File: src/rtl/burst_mode_pkg.sv
// Package of mode-register layout, encodings and timing counts for the burst/mode block
package burst_mode_pkg;

  // ***************************************************************
  // Mode-set address layout
  // ***************************************************************
  localparam int MODE_BITS = 22;              // Register bits carried by a mode-set command
  localparam int SEL_LSB = 18;                // Register select field, bits 20:18
  localparam logic [2:0] SEL_ZERO = 3'h0;     // Selects mode_register_zero
  localparam logic [2:0] SEL_ONE = 3'h1;      // Selects mode_register_one
  localparam int RSVD_HI_BIT = 21;            // Reserved, must be written 0
  localparam int RSVD_LO_BIT = 17;            // Reserved, must be written 0

  // ***************************************************************
  // mode_register_zero fields
  // ***************************************************************
  localparam int BL_LSB = 0;                  // Burst length field, bits 1:0
  localparam int BT_BIT = 3;                  // burst_ordering_type bit
  localparam int TM_BIT = 7;                  // vendor_test_mode bit
  localparam int LOOP_RST_BIT = 8;            // Loop reset request, self-clearing
  localparam int WR_LSB = 9;                  // Write recovery low bits 11:9
  localparam int WR_HI_BIT = 13;              // Write recovery high bit
  localparam logic [1:0] BL_EIGHT = 2'h0;     // Fixed eight_beat_burst
  localparam logic [1:0] BL_OTF = 2'h1;       // per_command_length_select
  localparam logic [1:0] BL_CHOP = 2'h2;      // Fixed four_beat_chop
  localparam logic [1:0] BL_RSVD = 2'h3;      // Reserved encoding

  // ***************************************************************
  // mode_register_one fields
  // ***************************************************************
  localparam int AL_LSB = 3;                  // additive_latency code, bits 4:3
  localparam int TERM_STROBE_BIT = 11;        // termination_strobe enable
  localparam int OUTPUT_OFF_BIT = 12;         // Output buffer disable

  // ***************************************************************
  // Reset values and timing
  // ***************************************************************
  localparam logic [21:0] MR_ZERO_RESET = 22'h000000; // Eight-beat, sequential, shortest latency
  localparam logic [21:0] MR_ONE_RESET = 22'h000000;  // Outputs on, no additive latency
  localparam int CHOP_PULL_IN = 2;            // Chop write starts this many clocks early
  localparam int WRITE_START_BASE = 4;        // Clocks from write command to internal write
  localparam int CRC_CHECK_DELAY = 2;         // Clocks from internal write start to CRC verdict

  typedef enum logic [1:0] {BURST_EIGHT, BURST_OTF, BURST_CHOP, BURST_RSVD} burst_len_t;

endpackage : burst_mode_pkg

File: src/rtl/beat_link_if.sv
// Interface carrying ordered beats between the block and its beat buffer
`timescale 1ns/100ps
interface beat_link_if #(parameter int W = 8);
  logic valid;      // Beat present
  logic ready;      // Receiver accepts beat
  logic [W-1:0] data; // Beat payload
  logic last;       // Final beat of burst
  modport src (output valid, output data, output last, input ready);
  modport dst (input valid, input data, input last, output ready);
endinterface : beat_link_if

File: src/rtl/beat_buffer.sv
// Two-entry skid buffer for read beats, valid/ready on both sides
`timescale 1ns/100ps
module beat_buffer #(
  parameter int W = 8,
  parameter int DEPTH = 2
)(
  input wire logic clk,          // Device clock
  input wire logic rst_b,        // Async reset, active low
  beat_link_if.dst in_side,      // Filling side
  output logic out_valid,        // Beat ready for receiver
  input wire logic out_ready,    // Receiver takes beat
  output logic [W-1:0] out_data, // Beat payload
  output logic out_last          // Final beat of burst
);

  // ***************************************************************
  // Storage
  // ***************************************************************
  logic [W:0] mem [DEPTH];       // Payload plus last flag
  logic [$clog2(DEPTH)-1:0] wr_ptr; // Write slot
  logic [$clog2(DEPTH)-1:0] rd_ptr; // Read slot
  logic [$clog2(DEPTH):0] count;    // Entries held
  logic push;                       // Beat accepted
  logic pop;                        // Beat delivered

  assign push = in_side.valid && in_side.ready;
  assign pop = out_valid && out_ready;
  // Back-pressure: full refuses the source
  assign in_side.ready = (count != ($clog2(DEPTH)+1)'(DEPTH));
  assign out_valid = (count != '0);
  assign out_data = mem[rd_ptr][W-1:0];
  assign out_last = mem[rd_ptr][W];

  // Write side pointer and storage
  always_ff @(posedge clk or negedge rst_b)
  begin
    if (!rst_b)
    begin
      wr_ptr <= '0;
      for (int i = 0; i < DEPTH; i++)
        mem[i] <= '0;
    end
    else if (push)
    begin
      mem[wr_ptr] <= {in_side.last, in_side.data};
      wr_ptr <= wr_ptr + 1'b1;
    end
  end

  // Read side pointer
  always_ff @(posedge clk or negedge rst_b)
  begin
    if (!rst_b)
      rd_ptr <= '0;
    else if (pop)
      rd_ptr <= rd_ptr + 1'b1;
  end

  // Occupancy count
  always_ff @(posedge clk or negedge rst_b)
  begin
    if (!rst_b)
      count <= '0;
    else if (push && !pop)
      count <= count + 1'b1;
    else if (pop && !push)
      count <= count - 1'b1;
  end

endmodule : beat_buffer

File: src/rtl/latency_pipe.sv
// Delay line that times the first read beat from read_latency
`timescale 1ns/100ps
module latency_pipe #(
  parameter int DEPTH = 64
)(
  input wire logic clk,          // Device clock
  input wire logic rst_b,        // Async reset, active low
  input wire logic start,        // Read registered
  input wire logic [5:0] delay,  // Clocks to first beat, at least 1
  output logic fire              // Pulse when delay has elapsed
);

  // ***************************************************************
  // Shift line
  // ***************************************************************
  logic [DEPTH-1:0] line;        // One bit per clock of delay

  // Shift in the start, tap at the programmed depth
  always_ff @(posedge clk or negedge rst_b)
  begin
    if (!rst_b)
      line <= '0;
    else
      line <= {line[DEPTH-2:0], start};
  end

  // Tap is whole clocks only; no half-clock latency exists
  assign fire = line[delay - 6'h01];

endmodule : latency_pipe

File: src/rtl/burst_mode_core.sv
// Mode-register decode, burst ordering, read latency and write commit for the memory device
// Operation
// Order beats from length, type, start column
// Sample burst_chop_n with each column command
// Sequential eight: wrap nibble, then other nibble
// Interleaved eight: beat equals start XOR count
// Chopped read: four beats in nibble
// Chopped read: last four slots high impedance
// Chopped write: column bit 2 only, fixed
// Eight-beat write: always order 0 to 7
// Fixed chop starts internal write two early
// Per-command mode keeps eight-beat write timing
// First data whole clocks after internal read
// Read latency is additive plus column latency
// Controller keeps vendor test bit zero
// Controller programs write recovery large enough
// CRC mismatch with masking cancels the write
// Controller programs read-to-precharge large enough
// Loop reset bit clears itself after issue
// Controller waits lock time after loop reset
// Mode-set maps bank and address to bits
// Controller writes reserved bits 21, 17 zero
// output_off disables drivers and termination
// Bit 11 enables termination strobe pins
// Burst length codes: eight, select, chop, reserved
// Bit 3 picks sequential or interleaved order
// Registers hold until next mode-set write
`timescale 1ns/100ps
module burst_mode_core #(
  parameter int BEAT_W = 8,       // Data bits per beat
  parameter bit WIDE_X8 = 1'b1    // Eight-bit-wide configuration
)(
  input wire logic clk,                 // Device clock
  input wire logic rst_b,               // Async reset, active low
  input wire logic mode_set,            // Mode-set command strobe
  input wire logic [21:0] mode_addr,    // Bank group, bank, address pins
  input wire logic rd_cmd,              // READ registered
  input wire logic wr_cmd,              // WRITE registered
  input wire logic [2:0] start_col,     // Starting column bits 2:0
  input wire logic burst_chop_n,        // Low selects chop in select mode
  input wire logic mask_en,             // data_masking enabled
  input wire logic crc_en,              // Write CRC enabled
  input wire logic crc_ok,              // CRC verdict for pending write
  input wire logic [BEAT_W-1:0] arr_beat [8], // Array beats of read burst
  input wire logic rd_ready,            // Receiver takes read beat
  output logic rd_valid,                // Read beat valid
  output logic [BEAT_W-1:0] rd_data,    // Read beat data
  output logic rd_last,                 // Final read beat
  output logic [2:0] rd_index,          // Column index of current slot
  output logic dq_oe_b,                 // Data driver enable, low drives
  output logic dqs_oe_b,                // Strobe driver enable, low drives
  output logic term_off,                // Termination disabled
  output logic term_strobe_en,          // termination_strobe pins active
  output logic loop_reset,              // Loop reset pulse to delay loop
  output logic wr_start,                // Internal write begins
  output logic wr_commit,               // Write data committed to array
  output logic wr_cancel,               // Write discarded on CRC error
  output logic [7:0] wr_beat_map,       // Beat slots written, bit per index
  output logic [21:0] mode_zero_view,   // Stored mode_register_zero
  output logic [21:0] mode_one_view     // Stored mode_register_one
);

  // ***************************************************************
  // Mode registers
  // ***************************************************************
  logic [21:0] mode_register_zero;      // Burst, latency, recovery fields
  logic [21:0] mode_register_one;       // Output, termination, additive fields
  logic [2:0] mode_sel;                 // Target of current mode-set
  burst_mode_pkg::burst_len_t burst_len; // Decoded burst length
  logic interleave;                     // burst_ordering_type
  logic output_off;                     // Output buffers disabled

  assign mode_sel = mode_addr[burst_mode_pkg::SEL_LSB +: 3];
  // length codes decoded
  assign burst_len = burst_mode_pkg::burst_len_t'(mode_register_zero[burst_mode_pkg::BL_LSB +: 2]);
  // ordering type bit
  assign interleave = mode_register_zero[burst_mode_pkg::BT_BIT];
  assign output_off = mode_register_one[burst_mode_pkg::OUTPUT_OFF_BIT];

  // Mode register zero store; loop reset bit never stays set
  always_ff @(posedge clk or negedge rst_b)
  begin
    if (!rst_b)
      mode_register_zero <= burst_mode_pkg::MR_ZERO_RESET;
    // pins map straight to bits
    else if (mode_set && mode_sel == burst_mode_pkg::SEL_ZERO)
      mode_register_zero <= mode_addr;
    // bit self-clears after issue
    else if (mode_register_zero[burst_mode_pkg::LOOP_RST_BIT])
      mode_register_zero[burst_mode_pkg::LOOP_RST_BIT] <= 1'b0;
  end

  // Mode register one store
  always_ff @(posedge clk or negedge rst_b)
  begin
    if (!rst_b)
      mode_register_one <= burst_mode_pkg::MR_ONE_RESET;
    // hold until own mode-set
    else if (mode_set && mode_sel == burst_mode_pkg::SEL_ONE)
      mode_register_one <= mode_addr;
  end

  // Loop reset pulse and register views
  always_ff @(posedge clk or negedge rst_b)
  begin
    if (!rst_b)
    begin
      loop_reset <= 1'b0;
      mode_zero_view <= '0;
      mode_one_view <= '0;
      term_off <= 1'b0;
      term_strobe_en <= 1'b0;
    end
    else
    begin
      // issue the requested reset
      loop_reset <= mode_set && mode_sel == burst_mode_pkg::SEL_ZERO
                    && mode_addr[burst_mode_pkg::LOOP_RST_BIT];
      mode_zero_view <= mode_register_zero;
      mode_one_view <= mode_register_one;
      // termination off with outputs
      term_off <= output_off;
      // only on eight-bit configuration
      term_strobe_en <= WIDE_X8 && mode_register_one[burst_mode_pkg::TERM_STROBE_BIT] && !output_off;
    end
  end

  // ***************************************************************
  // Read latency
  // ***************************************************************
  logic [4:0] cl_code;                  // Column latency code
  logic [5:0] column_latency;           // Clocks from internal read
  logic [5:0] additive_latency;         // Clocks held before internal read
  logic [5:0] read_latency;             // Total clocks to first beat

  assign cl_code = {mode_register_zero[12], mode_register_zero[6:4], mode_register_zero[2]};

  // Column latency table; unlisted codes fall back to the shortest
  always_comb
  begin
    unique case (cl_code)
      5'h00: column_latency = 6'h09;
      5'h01: column_latency = 6'h0a;
      5'h02: column_latency = 6'h0b;
      5'h03: column_latency = 6'h0c;
      5'h04: column_latency = 6'h0d;
      5'h05: column_latency = 6'h0e;
      5'h06: column_latency = 6'h0f;
      5'h07: column_latency = 6'h10;
      5'h08: column_latency = 6'h12;
      5'h09: column_latency = 6'h14;
      5'h0a: column_latency = 6'h16;
      5'h0b: column_latency = 6'h18;
      5'h0c: column_latency = 6'h17;
      5'h0d: column_latency = 6'h11;
      5'h0e: column_latency = 6'h13;
      5'h0f: column_latency = 6'h15;
      5'h10: column_latency = 6'h19;
      5'h11: column_latency = 6'h1a;
      5'h13: column_latency = 6'h1c;
      5'h14: column_latency = 6'h1d;
      5'h15: column_latency = 6'h1e;
      5'h16: column_latency = 6'h1f;
      5'h17: column_latency = 6'h20;
      default: column_latency = 6'h09;
    endcase
  end

  // Additive latency from its code; reserved treated as zero
  always_comb
  begin
    unique case (mode_register_one[burst_mode_pkg::AL_LSB +: 2])
      2'h1: additive_latency = column_latency - 6'h01;
      2'h2: additive_latency = column_latency - 6'h02;
      default: additive_latency = 6'h00;
    endcase
  end

  // sum of the two latencies
  assign read_latency = additive_latency + column_latency;

  // ***************************************************************
  // Read command capture
  // ***************************************************************
  logic rd_chop;                        // Captured chop choice
  logic [2:0] rd_start;                 // Captured start column
  logic rd_fire;                        // First beat slot reached
  logic wr_chop_cmd;                    // Chop chosen for this write

  // sampled with the command
  function automatic logic chop_of(input burst_mode_pkg::burst_len_t bl, input logic bc_n);
    chop_of = (bl == burst_mode_pkg::BURST_CHOP) || (bl == burst_mode_pkg::BURST_OTF && !bc_n);
  endfunction : chop_of

  // Capture start and chop choice of each read
  always_ff @(posedge clk or negedge rst_b)
  begin
    if (!rst_b)
    begin
      rd_chop <= 1'b0;
      rd_start <= 3'h0;
    end
    else if (rd_cmd)
    begin
      rd_chop <= chop_of(burst_len, burst_chop_n);
      rd_start <= start_col;
    end
  end

  // whole-clock delay line
  latency_pipe #(.DEPTH(64)) u_lat (
    .clk(clk),
    .rst_b(rst_b),
    .start(rd_cmd),
    .delay(read_latency),
    .fire(rd_fire)
  );

  // ***************************************************************
  // Beat ordering and read sequencing
  // ***************************************************************
  logic [2:0] slot;                     // Beat slot count 0..7
  logic active;                         // Read burst under way
  logic [2:0] beat_idx;                 // Ordered column index
  logic in_tail;                        // Unused chop slot
  beat_link_if #(.W(BEAT_W)) beat_link ();

  // order from length, type, start
  always_comb
  begin
    if (interleave)
      // start XOR count
      beat_idx = rd_start ^ slot;
    else
      // wrap inside nibble, then other nibble
      beat_idx = {rd_start[2] ^ slot[2], 2'(rd_start[1:0] + slot[1:0])};
  end

  // chop stays within its nibble
  assign in_tail = rd_chop && slot[2];

  // Slot counter advances when the buffer is ready, or on a chop tail slot
  always_ff @(posedge clk or negedge rst_b)
  begin
    if (!rst_b)
    begin
      active <= 1'b0;
      slot <= 3'h0;
    end
    else if (rd_fire)
    begin
      active <= 1'b1;
      slot <= 3'h0;
    end
    else if (active && (beat_link.ready || in_tail))
    begin
      slot <= slot + 3'h1;
      if (slot == 3'h7)
        active <= 1'b0;
    end
  end

  assign beat_link.valid = active && !in_tail && !output_off;
  assign beat_link.data = arr_beat[beat_idx];
  assign beat_link.last = rd_chop ? (slot == 3'h3) : (slot == 3'h7);

  beat_buffer #(.W(BEAT_W), .DEPTH(2)) u_buf (
    .clk(clk),
    .rst_b(rst_b),
    .in_side(beat_link),
    .out_valid(rd_valid),
    .out_ready(rd_ready),
    .out_data(rd_data),
    .out_last(rd_last)
  );

  // Driver enables and slot index
  always_ff @(posedge clk or negedge rst_b)
  begin
    if (!rst_b)
    begin
      dq_oe_b <= 1'b1;
      dqs_oe_b <= 1'b1;
      rd_index <= 3'h0;
    end
    else
    begin
      // tail slots and output_off leave pins floating
      dq_oe_b <= !(active && !in_tail) || output_off;
      dqs_oe_b <= !(active && !in_tail) || output_off;
      rd_index <= beat_idx;
    end
  end

  // ***************************************************************
  // Write path
  // ***************************************************************
  logic [3:0] wr_cnt;                   // Clocks to internal write start
  logic wr_pend;                        // Write awaiting start
  logic wr_chop;                        // Captured chop choice
  logic wr_nib;                         // Captured column bit 2
  logic [1:0] crc_cnt;                  // Clocks to CRC verdict
  logic crc_pend;                       // Commit waiting for CRC

  assign wr_chop_cmd = chop_of(burst_len, burst_chop_n);

  // Internal write start timing
  always_ff @(posedge clk or negedge rst_b)
  begin
    if (!rst_b)
    begin
      wr_pend <= 1'b0;
      wr_cnt <= 4'h0;
      wr_chop <= 1'b0;
      wr_nib <= 1'b0;
      wr_start <= 1'b0;
    end
    else
    begin
      wr_start <= 1'b0;
      if (wr_cmd)
      begin
        wr_pend <= 1'b1;
        wr_chop <= wr_chop_cmd;
        // only column bit 2 kept
        wr_nib <= start_col[2];
        // fixed chop pulls start in by two
        if (burst_len == burst_mode_pkg::BURST_CHOP)
          wr_cnt <= 4'(burst_mode_pkg::WRITE_START_BASE - burst_mode_pkg::CHOP_PULL_IN);
        // select mode keeps eight-beat timing
        else
          wr_cnt <= 4'(burst_mode_pkg::WRITE_START_BASE);
      end
      else if (wr_pend)
      begin
        if (wr_cnt <= 4'h1)
        begin
          wr_pend <= 1'b0;
          wr_start <= 1'b1;
        end
        else
          wr_cnt <= wr_cnt - 4'h1;
      end
    end
  end

  // Commit after optional CRC check
  always_ff @(posedge clk or negedge rst_b)
  begin
    if (!rst_b)
    begin
      crc_pend <= 1'b0;
      crc_cnt <= 2'h0;
      wr_commit <= 1'b0;
      wr_cancel <= 1'b0;
      wr_beat_map <= 8'h00;
    end
    else
    begin
      wr_commit <= 1'b0;
      wr_cancel <= 1'b0;
      if (wr_start)
      begin
        // eight-beat writes fill 0..7 in order
        wr_beat_map <= !wr_chop ? 8'hff : (wr_nib ? 8'hf0 : 8'h0f);
        crc_pend <= mask_en && crc_en;
        crc_cnt <= 2'(burst_mode_pkg::CRC_CHECK_DELAY);
        wr_commit <= !(mask_en && crc_en);
      end
      else if (crc_pend)
      begin
        if (crc_cnt <= 2'h1)
        begin
          crc_pend <= 1'b0;
          // mismatch cancels and discards
          wr_commit <= crc_ok;
          wr_cancel <= !crc_ok;
        end
        else
          crc_cnt <= crc_cnt - 2'h1;
      end
    end
  end

endmodule : burst_mode_core

File: config.mk
export PLATFORM = sky130hd
export DESIGN_NAME = burst_mode_core
export DESIGN_NICKNAME = d
export VERILOG_FILES = /design/src/rtl/burst_mode_pkg.sv /design/src/rtl/beat_link_if.sv /design/src/rtl/beat_buffer.sv /design/src/rtl/latency_pipe.sv /design/src/rtl/burst_mode_core.sv
export SDC_FILE = /design/constraint.sdc
export NUM_CORES = 1
export LEC_CHECK = 0
export BUFFER_PORTS_ARGS = -buffer_cell sky130_fd_sc_hd__clkbuf_2
export CORE_MARGIN = 2
export CORE_UTILIZATION = 50
export CTS_BUF_LIST = sky130_fd_sc_hd__clkbuf_8 sky130_fd_sc_hd__clkbuf_16
export CTS_CLUSTER_DIAMETER = 100
export DETAILED_ROUTE_END_ITERATION = 12
export PLACE_DENSITY = 0.74
export SYNTH_ARGS = -nofsm -noshare
export SYNTH_HDL_FRONTEND = slang
export SYNTH_SLANG_ARGS = --single-unit
export TNS_END_PERCENT = 50
File: constraint.sdc
create_clock -name clk -period 5.5 [get_ports clk]
set_input_delay 0.55 -clock clk [delete_from_list [all_inputs] [get_ports clk]]
set_output_delay 0.55 -clock clk [all_outputs]
set_load 0.05 [all_outputs]
# ---- After elaboration in Yosys (flattened, before gate mapping)
# Memory sizes are Yosys's and may differ from the RTL's.
# Index checks and enable logic that the tools add are counted.
dict set report word_totals {
  wordCells 147
  output_inout_bits 73
  memories 1
  register_bits 210
  romBits 192
}
# name depth width rd rd_ports_with_merged_regs wr line_no
set memory_table {}
lappend memory_table {{(no name shown)} 32 6 1 0 0 burst_mode_core.sv:141} ;# unique case (cl_code)
dict set report op_classes {
  n_addsub 12
  magnitude_cmp 7
  bitwise 5
  eq_ne 10
  reduce_logical 36
  muxes 46
}
# op count
set ops {}
lappend ops {{2-to-1 mux 9 bit} 4}
lappend ops {{2-to-1 mux 8 bit} 4}
lappend ops {{binary-select mux 8 bit (select 3 bit)} 1}
lappend ops {{2-to-1 mux 1 bit} 21}
lappend ops {{bitwise mux 18 bit} 1}
lappend ops {{logical AND 1 bit} 15}
lappend ops {{2-to-1 mux 3 bit} 4}
lappend ops {{2-to-1 mux 4 bit} 3}
lappend ops {{case mux 6 bit (2 select lines)} 1}
lappend ops {{nonzero test 2 bit} 6}
lappend ops {{subtractor 6 x 1 -> 6 bit (second input constant)} 2}
lappend ops {{2-to-1 mux 2 bit} 5}
lappend ops {{demux 9 bit (select 1 bit)} 1}
lappend ops {{zero test 1 bit} 8}
lappend ops {{less-than comparator 6 x 7 -> 1 bit (second input constant)} 1}
lappend ops {{adder 6 bit} 1}
lappend ops {{binary-select mux 1 bit (select 6 bit)} 1}
lappend ops {{!= test 2 bit (second input constant)} 3}
lappend ops {{AND reduction 2 bit} 3}
lappend ops {{subtractor 6 x 2 -> 6 bit (second input constant)} 1}
lappend ops {{equality test 2 x 1 -> 1 bit (second input constant)} 2}
lappend ops {{equality test 2 bit (second input constant)} 2}
lappend ops {{greater-or-equal comparator 2 bit (second input constant)} 2}
lappend ops {{greater-or-equal comparator 4 bit (second input constant)} 1}
lappend ops {{18 further kinds} 23}

# ---- Depth between registers and ports, before layout
dict set report depth {
  word_depth 9
  mapped_depth 21
  ltp_nobuf 20
}

# ---- Hierarchy
# A second synthesis with hierarchy kept.
dict set report unflattened {
  cells_unflattened 640
  hier_area_um2 8694.6
}
# module n_inst seq_area_each_um2 area_each_um2 cells_each
set by_module_without_submodules {}
lappend by_module_without_submodules {burst_mode_core 1 2904.0 5208.7 399}
lappend by_module_without_submodules {latency_pipe 1 1601.5 2426.1 176}
lappend by_module_without_submodules {beat_buffer 1 550.5 1059.8 65}

# ---- Worst setup path before layout
# No wires, ideal clock.
dict set report synth_path {
  kind {register -> register}
  from {reg mode_register_zero[2]}
  to {reg active}
  slack_ns 1.190
  setup_ns 0.121
  arrival_time_ns 4.189
  stages_incl_launch_ff 22
  cell_sequence {dfrtp_1 inv_1 ha_1 inv_1 mux2i_1 o22ai_1 xnor2_1 a22oi_1 or2_2 ha_1 inv_1 ha_1 inv_1 fa_1 nand2b_1 clkbuf_1 a31oi_1 a22oi_1 nand4_1 o41ai_1 or3_4 a22o_1}
}
dict set report synth_between {
  elab_chain_cells 9
  elab_cells_between_ends 12
}
# element line_no
set synth_lines {}
lappend synth_lines {{start: declaration} burst_mode_core.sv:66} ;# logic [21:0] mode_register_zero;
lappend synth_lines {{start signal: assignment} burst_mode_core.sv:84} ;# mode_register_zero <= burst_mode_pkg::MR_ZERO_RESET;
lappend synth_lines {{start signal: assignment} burst_mode_core.sv:87} ;# mode_register_zero <= mode_addr;
lappend synth_lines {{memory read (32 x 6 bit) *} n/a}
lappend synth_lines {{subtractor 6 x 2 -> 6 bit / subtractor 6 x 1 -> 6 bit (equally long branches)} {burst_mode_core.sv:174, burst_mode_core.sv:173}}
lappend synth_lines {{case mux 6 bit (2 select lines)} burst_mode_core.sv:172} ;# unique case (mode_register_one[burst_mode_pkg::AL_LSB +: 2])
lappend synth_lines {{adder 6 bit *} burst_mode_core.sv:180} ;# assign read_latency = additive_latency + column_latency;
lappend synth_lines {{subtractor 6 x 1 -> 6 bit *} latency_pipe.sv:28} ;# assign fire = line[delay - 6'h01];
lappend synth_lines {{binary-select mux 1 bit (select 6 bit) *} latency_pipe.sv:28}
lappend synth_lines {{2-to-1 mux 1 bit (implied by the code) *} latency_pipe.sv:28}
lappend synth_lines {{nonzero test 2 bit (no source line)} n/a}
lappend synth_lines {{AND reduction 2 bit (no source line)} n/a}
lappend synth_lines {{end signal: assignment} burst_mode_core.sv:247} ;# active <= 1'b0;
lappend synth_lines {{end signal: assignment} burst_mode_core.sv:252} ;# active <= 1'b1;
lappend synth_lines {{end signal: assignment} burst_mode_core.sv:259} ;# active <= 1'b0;
lappend synth_lines {{end: declaration} burst_mode_core.sv:223} ;# logic active;
# Mark *: on every way between the ends. The rest lies on a longest branch, timed or not. The select of a mux whose other input is x is not followed.
# A chain may end at the register's enable or synchronous reset.

# ---- Worst setup path in the final report
# Ends and elaborated chain as after synthesis.

==> qor.yml <==
outcome:
  status: "complete, no violations"
power_and_ir_drop:
  power.switching_w: 0.002472
  power-per-cell-area_mw_per_mm2: 603.2
  seqPwrFrac_pct: 32.7
  power_frac_comb_pct: 45.7
  p_leak_nw: 4.790
  sw_frac_of_total_pct: 41.02
  p_int_w: 0.003554
  vdd_ir_drop_max_mv: 0.3904
  pwr-share-clk_pct: 21.6
clock_network:
  postCtsSetupBuffers: 0
  cts.path.max_buffers: 3
  post_cts_resized: 0
  numCtsBuffers: 21
  clockRootBuffer: "clkbuf_16"
  hold_buffers: 0
  h-tree-depth: 1
  clock_latency_ns: 0.49
  cts_tree: "built"
  path_clk_slew_ns: 0.06
  clkSinkCount: 202
floorplan:
  row_count: 47
  die_area_mm2: 0.01769
  fp.dieH_um: 133.0
  die_w_um: 133.0
  coreArea_mm2: 0.01641
  start_util_pct: 50.72
  ios: 172
timing:
  slew_violations: 0
  skew_ns: 0.009416
  relSlewSlack_pct: 24.57
  fmaxAchievable_mhz: 208.0
  rsz0062_at_grt: "false"
  finalHoldViolCount: 0
  fin_crit_sh_pct: 87.41
  tightest_slew_ns: 1.128
  finalSetupTns_ns: 0
  whs_ns: 0.04057
  period_minus_slack_ns: 4.808
  setup_violations: 0
grt:
  antenna_found_initial: 0
  grt_pass1_vias: 5619
  grt_pass1_wl_um: 29430
  grt_max_degree: 136
  grt-ovfl-total: 0
  track_usage_pct: 20.90
yosys:
  syn-cell-area_mm2: 0.008322
  syn_area_per_cell_um2: 12.86
  async_reset_ff_share_pct: 100.0
  synth_nets: 768
  synthDistinctLibCells: 57
  netlist_instances: 647
  synth_edf_count: 0
  synth_compound_area_share_pct: 8.901
  yosysSeqAreaShare_pct: 60.76
  synth.most_common_cell: "dfrtp_1"
  synth_xor_area_share_pct: 2.210
  synth_seq_cells: 202
  yosys.area_share.simple_pct: 9.397
  synth_top_cell_by_area: "dfrtp_1"
  yosysTopAreaCellShare_pct: 60.44
  synthFlopType: "dfrtp_1"
  synth_top_family_by_area: "multiplexers"
  synth_area_leaders: "dfrtp_1 (60%), mux2_2 (6.1%), mux4_2 (4.6%)"
  synth_mux_area_share_pct: 12.01
  yosys_warnings: 0
  synth-adder-area-share_pct: 3.398
  synth.top_cells.by_count: "dfrtp_1 (201), nand2_1 (48), mux2_2 (45), nor2_1 (36), a21oi_1 (34)"
worst_setup_path:
  path_max_fanout: 7
  crit_required_ns: 5.87
  end_kind: "register"
  timing_worst_setup_path_type: "register to register"
  startpoint_type: "register"
  critPathArrivalTime_ns: 5.18
  reg2regPathDepth: 17
place:
  routabilityCongestion: 0.8869
  io_buffers: 171
  hpwl_um: 13120
  placed_area_mm2: 0.009354
  dp.cells: 1011
layout:
  instances_no_fill: 1047
  drive_above_1_share_pct: 34.58
  utilization_pct: 60.89
  area_growth_pct: 20.06
  finalNetCount: 935
  antenna_cells: 0
  final_area_mm2: 0.009991
  fill_cells: 1259
drt:
  drtAntennaViolNets: 0
  drt_wl_total_um: 18310
  firstDrtPassIters: 4
  drc_errors: 0
  drtIter0Drc: 264
  vias: 5592
  vias_per_cell: 5.341
  wl_per_cell_um: 17.48
run:
  drv_cap: 0
hold_path:
  hold_class: "primary input to asynchronous set/reset pin"
## stage by stage
step           setup WS, ns  total power, W
3_3_place_gp         0.8824        0.004679
5_1_grt              0.3354        0.006391
2_1_floorplan         1.190        0.004157
6_report             0.6924        0.006027
3_5_place_dp         0.7707        0.004723
4_1_cts              0.7575        0.006053
## final cells by class
cell class | instances | area [µm²] | share of cell area (%)
timing repair buffer | 177 | 922.1 | 9.230
clock inverter | 13 | 83.83 | 0.8391
clock buffer | 23 | 553.0 | 5.535
multi-input combinational | 388 | 3010 | 30.13
inverter | 24 | 90.09 | 0.9017
tap | 220 | 275.3 | 2.755
sequential | 202 | 5056 | 50.61
## path summary, 6_finish.rpt
| check | from | to | slack (ns) |
|---|---|---|---|
| max | mode_register_zero[2] | active | 0.69 |
| min | rst_b | mode_zero_view[4] | 0.04 |
| max reg2reg | mode_register_zero[2] | active | 0.69 |
| min reg2reg | u_lat.line[57] | u_lat.line[58] | 0.36 |
| max in group asynchronous | rst_b | mode_one_view[10] | 4.38 |
| min in group clk | crc_ok | wr_cancel | 0.24 |
## state kept, by name, summed over array words and instances (netlist names), 3 cells and up
name                cells
mode_register_zero     22
u_lat.line             64
mode_register_one      22
slot                    3
rd_index                3
u_buf.mem              18
mode_zero_view         22
mode_one_view          22
rd_start                3
wr_cnt                  4
## critical path, stage by stage (launching register included)
cell	delay, ns
dfrtp_1	0.45
inv_1	0.09
ha_1	0.36
inv_1	0.11
mux2i_1	0.07
mux2_2	0.26
o22ai_1	0.39
a2111oi_0	0.12
or4b_2	0.64
ha_1	0.29
inv_1	0.04
ha_1	0.36
a21oi_1	0.20
a21oi_1	0.13
o21ai_0	0.36
o41ai_1	0.16
or3_4	0.42
a22o_1	0.24
## power groups by stage
stage | registers, W | logic [W] | clock network [W]
floorplan | 0.00222 | 0.00194 | 0
global placement | 0.00198 | 0.00270 | 0
detailed placement | 0.00199 | 0.00273 | 0
CTS | 0.00197 | 0.00275 | 0.00133
global route | 0.00201 | 0.00300 | 0.00138
finish | 0.00197 | 0.00275 | 0.00130
## layout by cell type (no fill, tap or decap), types with 17 or more instances in the layout
| cell type | count |
|---|---|
| ha_1 | 21 |
| nor2_1 | 36 |
| dfrtp_1 | 201 |
| o21ai_0 | 30 |
| mux2_2 | 45 |
| inv_1 | 31 |
| nand2_1 | 48 |
| a21oi_1 | 34 |
| clkbuf_2 | 170 |
| clkbuf_16 | 21 |
| mux4_2 | 17 |
## cell families (layout without fill, tap and decap cells)
group / Yosys count / in the layout
compound gates: 119 / 119
buf+inv: 57 / 237
fa+ha+maj: 22 / 22
mux: 73 / 73
simple gates: 153 / 153
xor+xnor: 21 / 21
flops: 202 / 202
## per-layer routing
layer | global-route usage [%] | wire length (µm)
met1 | 31.32 | 8319
met2 | 29.85 | 8012
met3 | 6.743 | 1570
met4 | 5.018 | 402
met5 | 0 | 0
(Power assumes the default switching activity.)
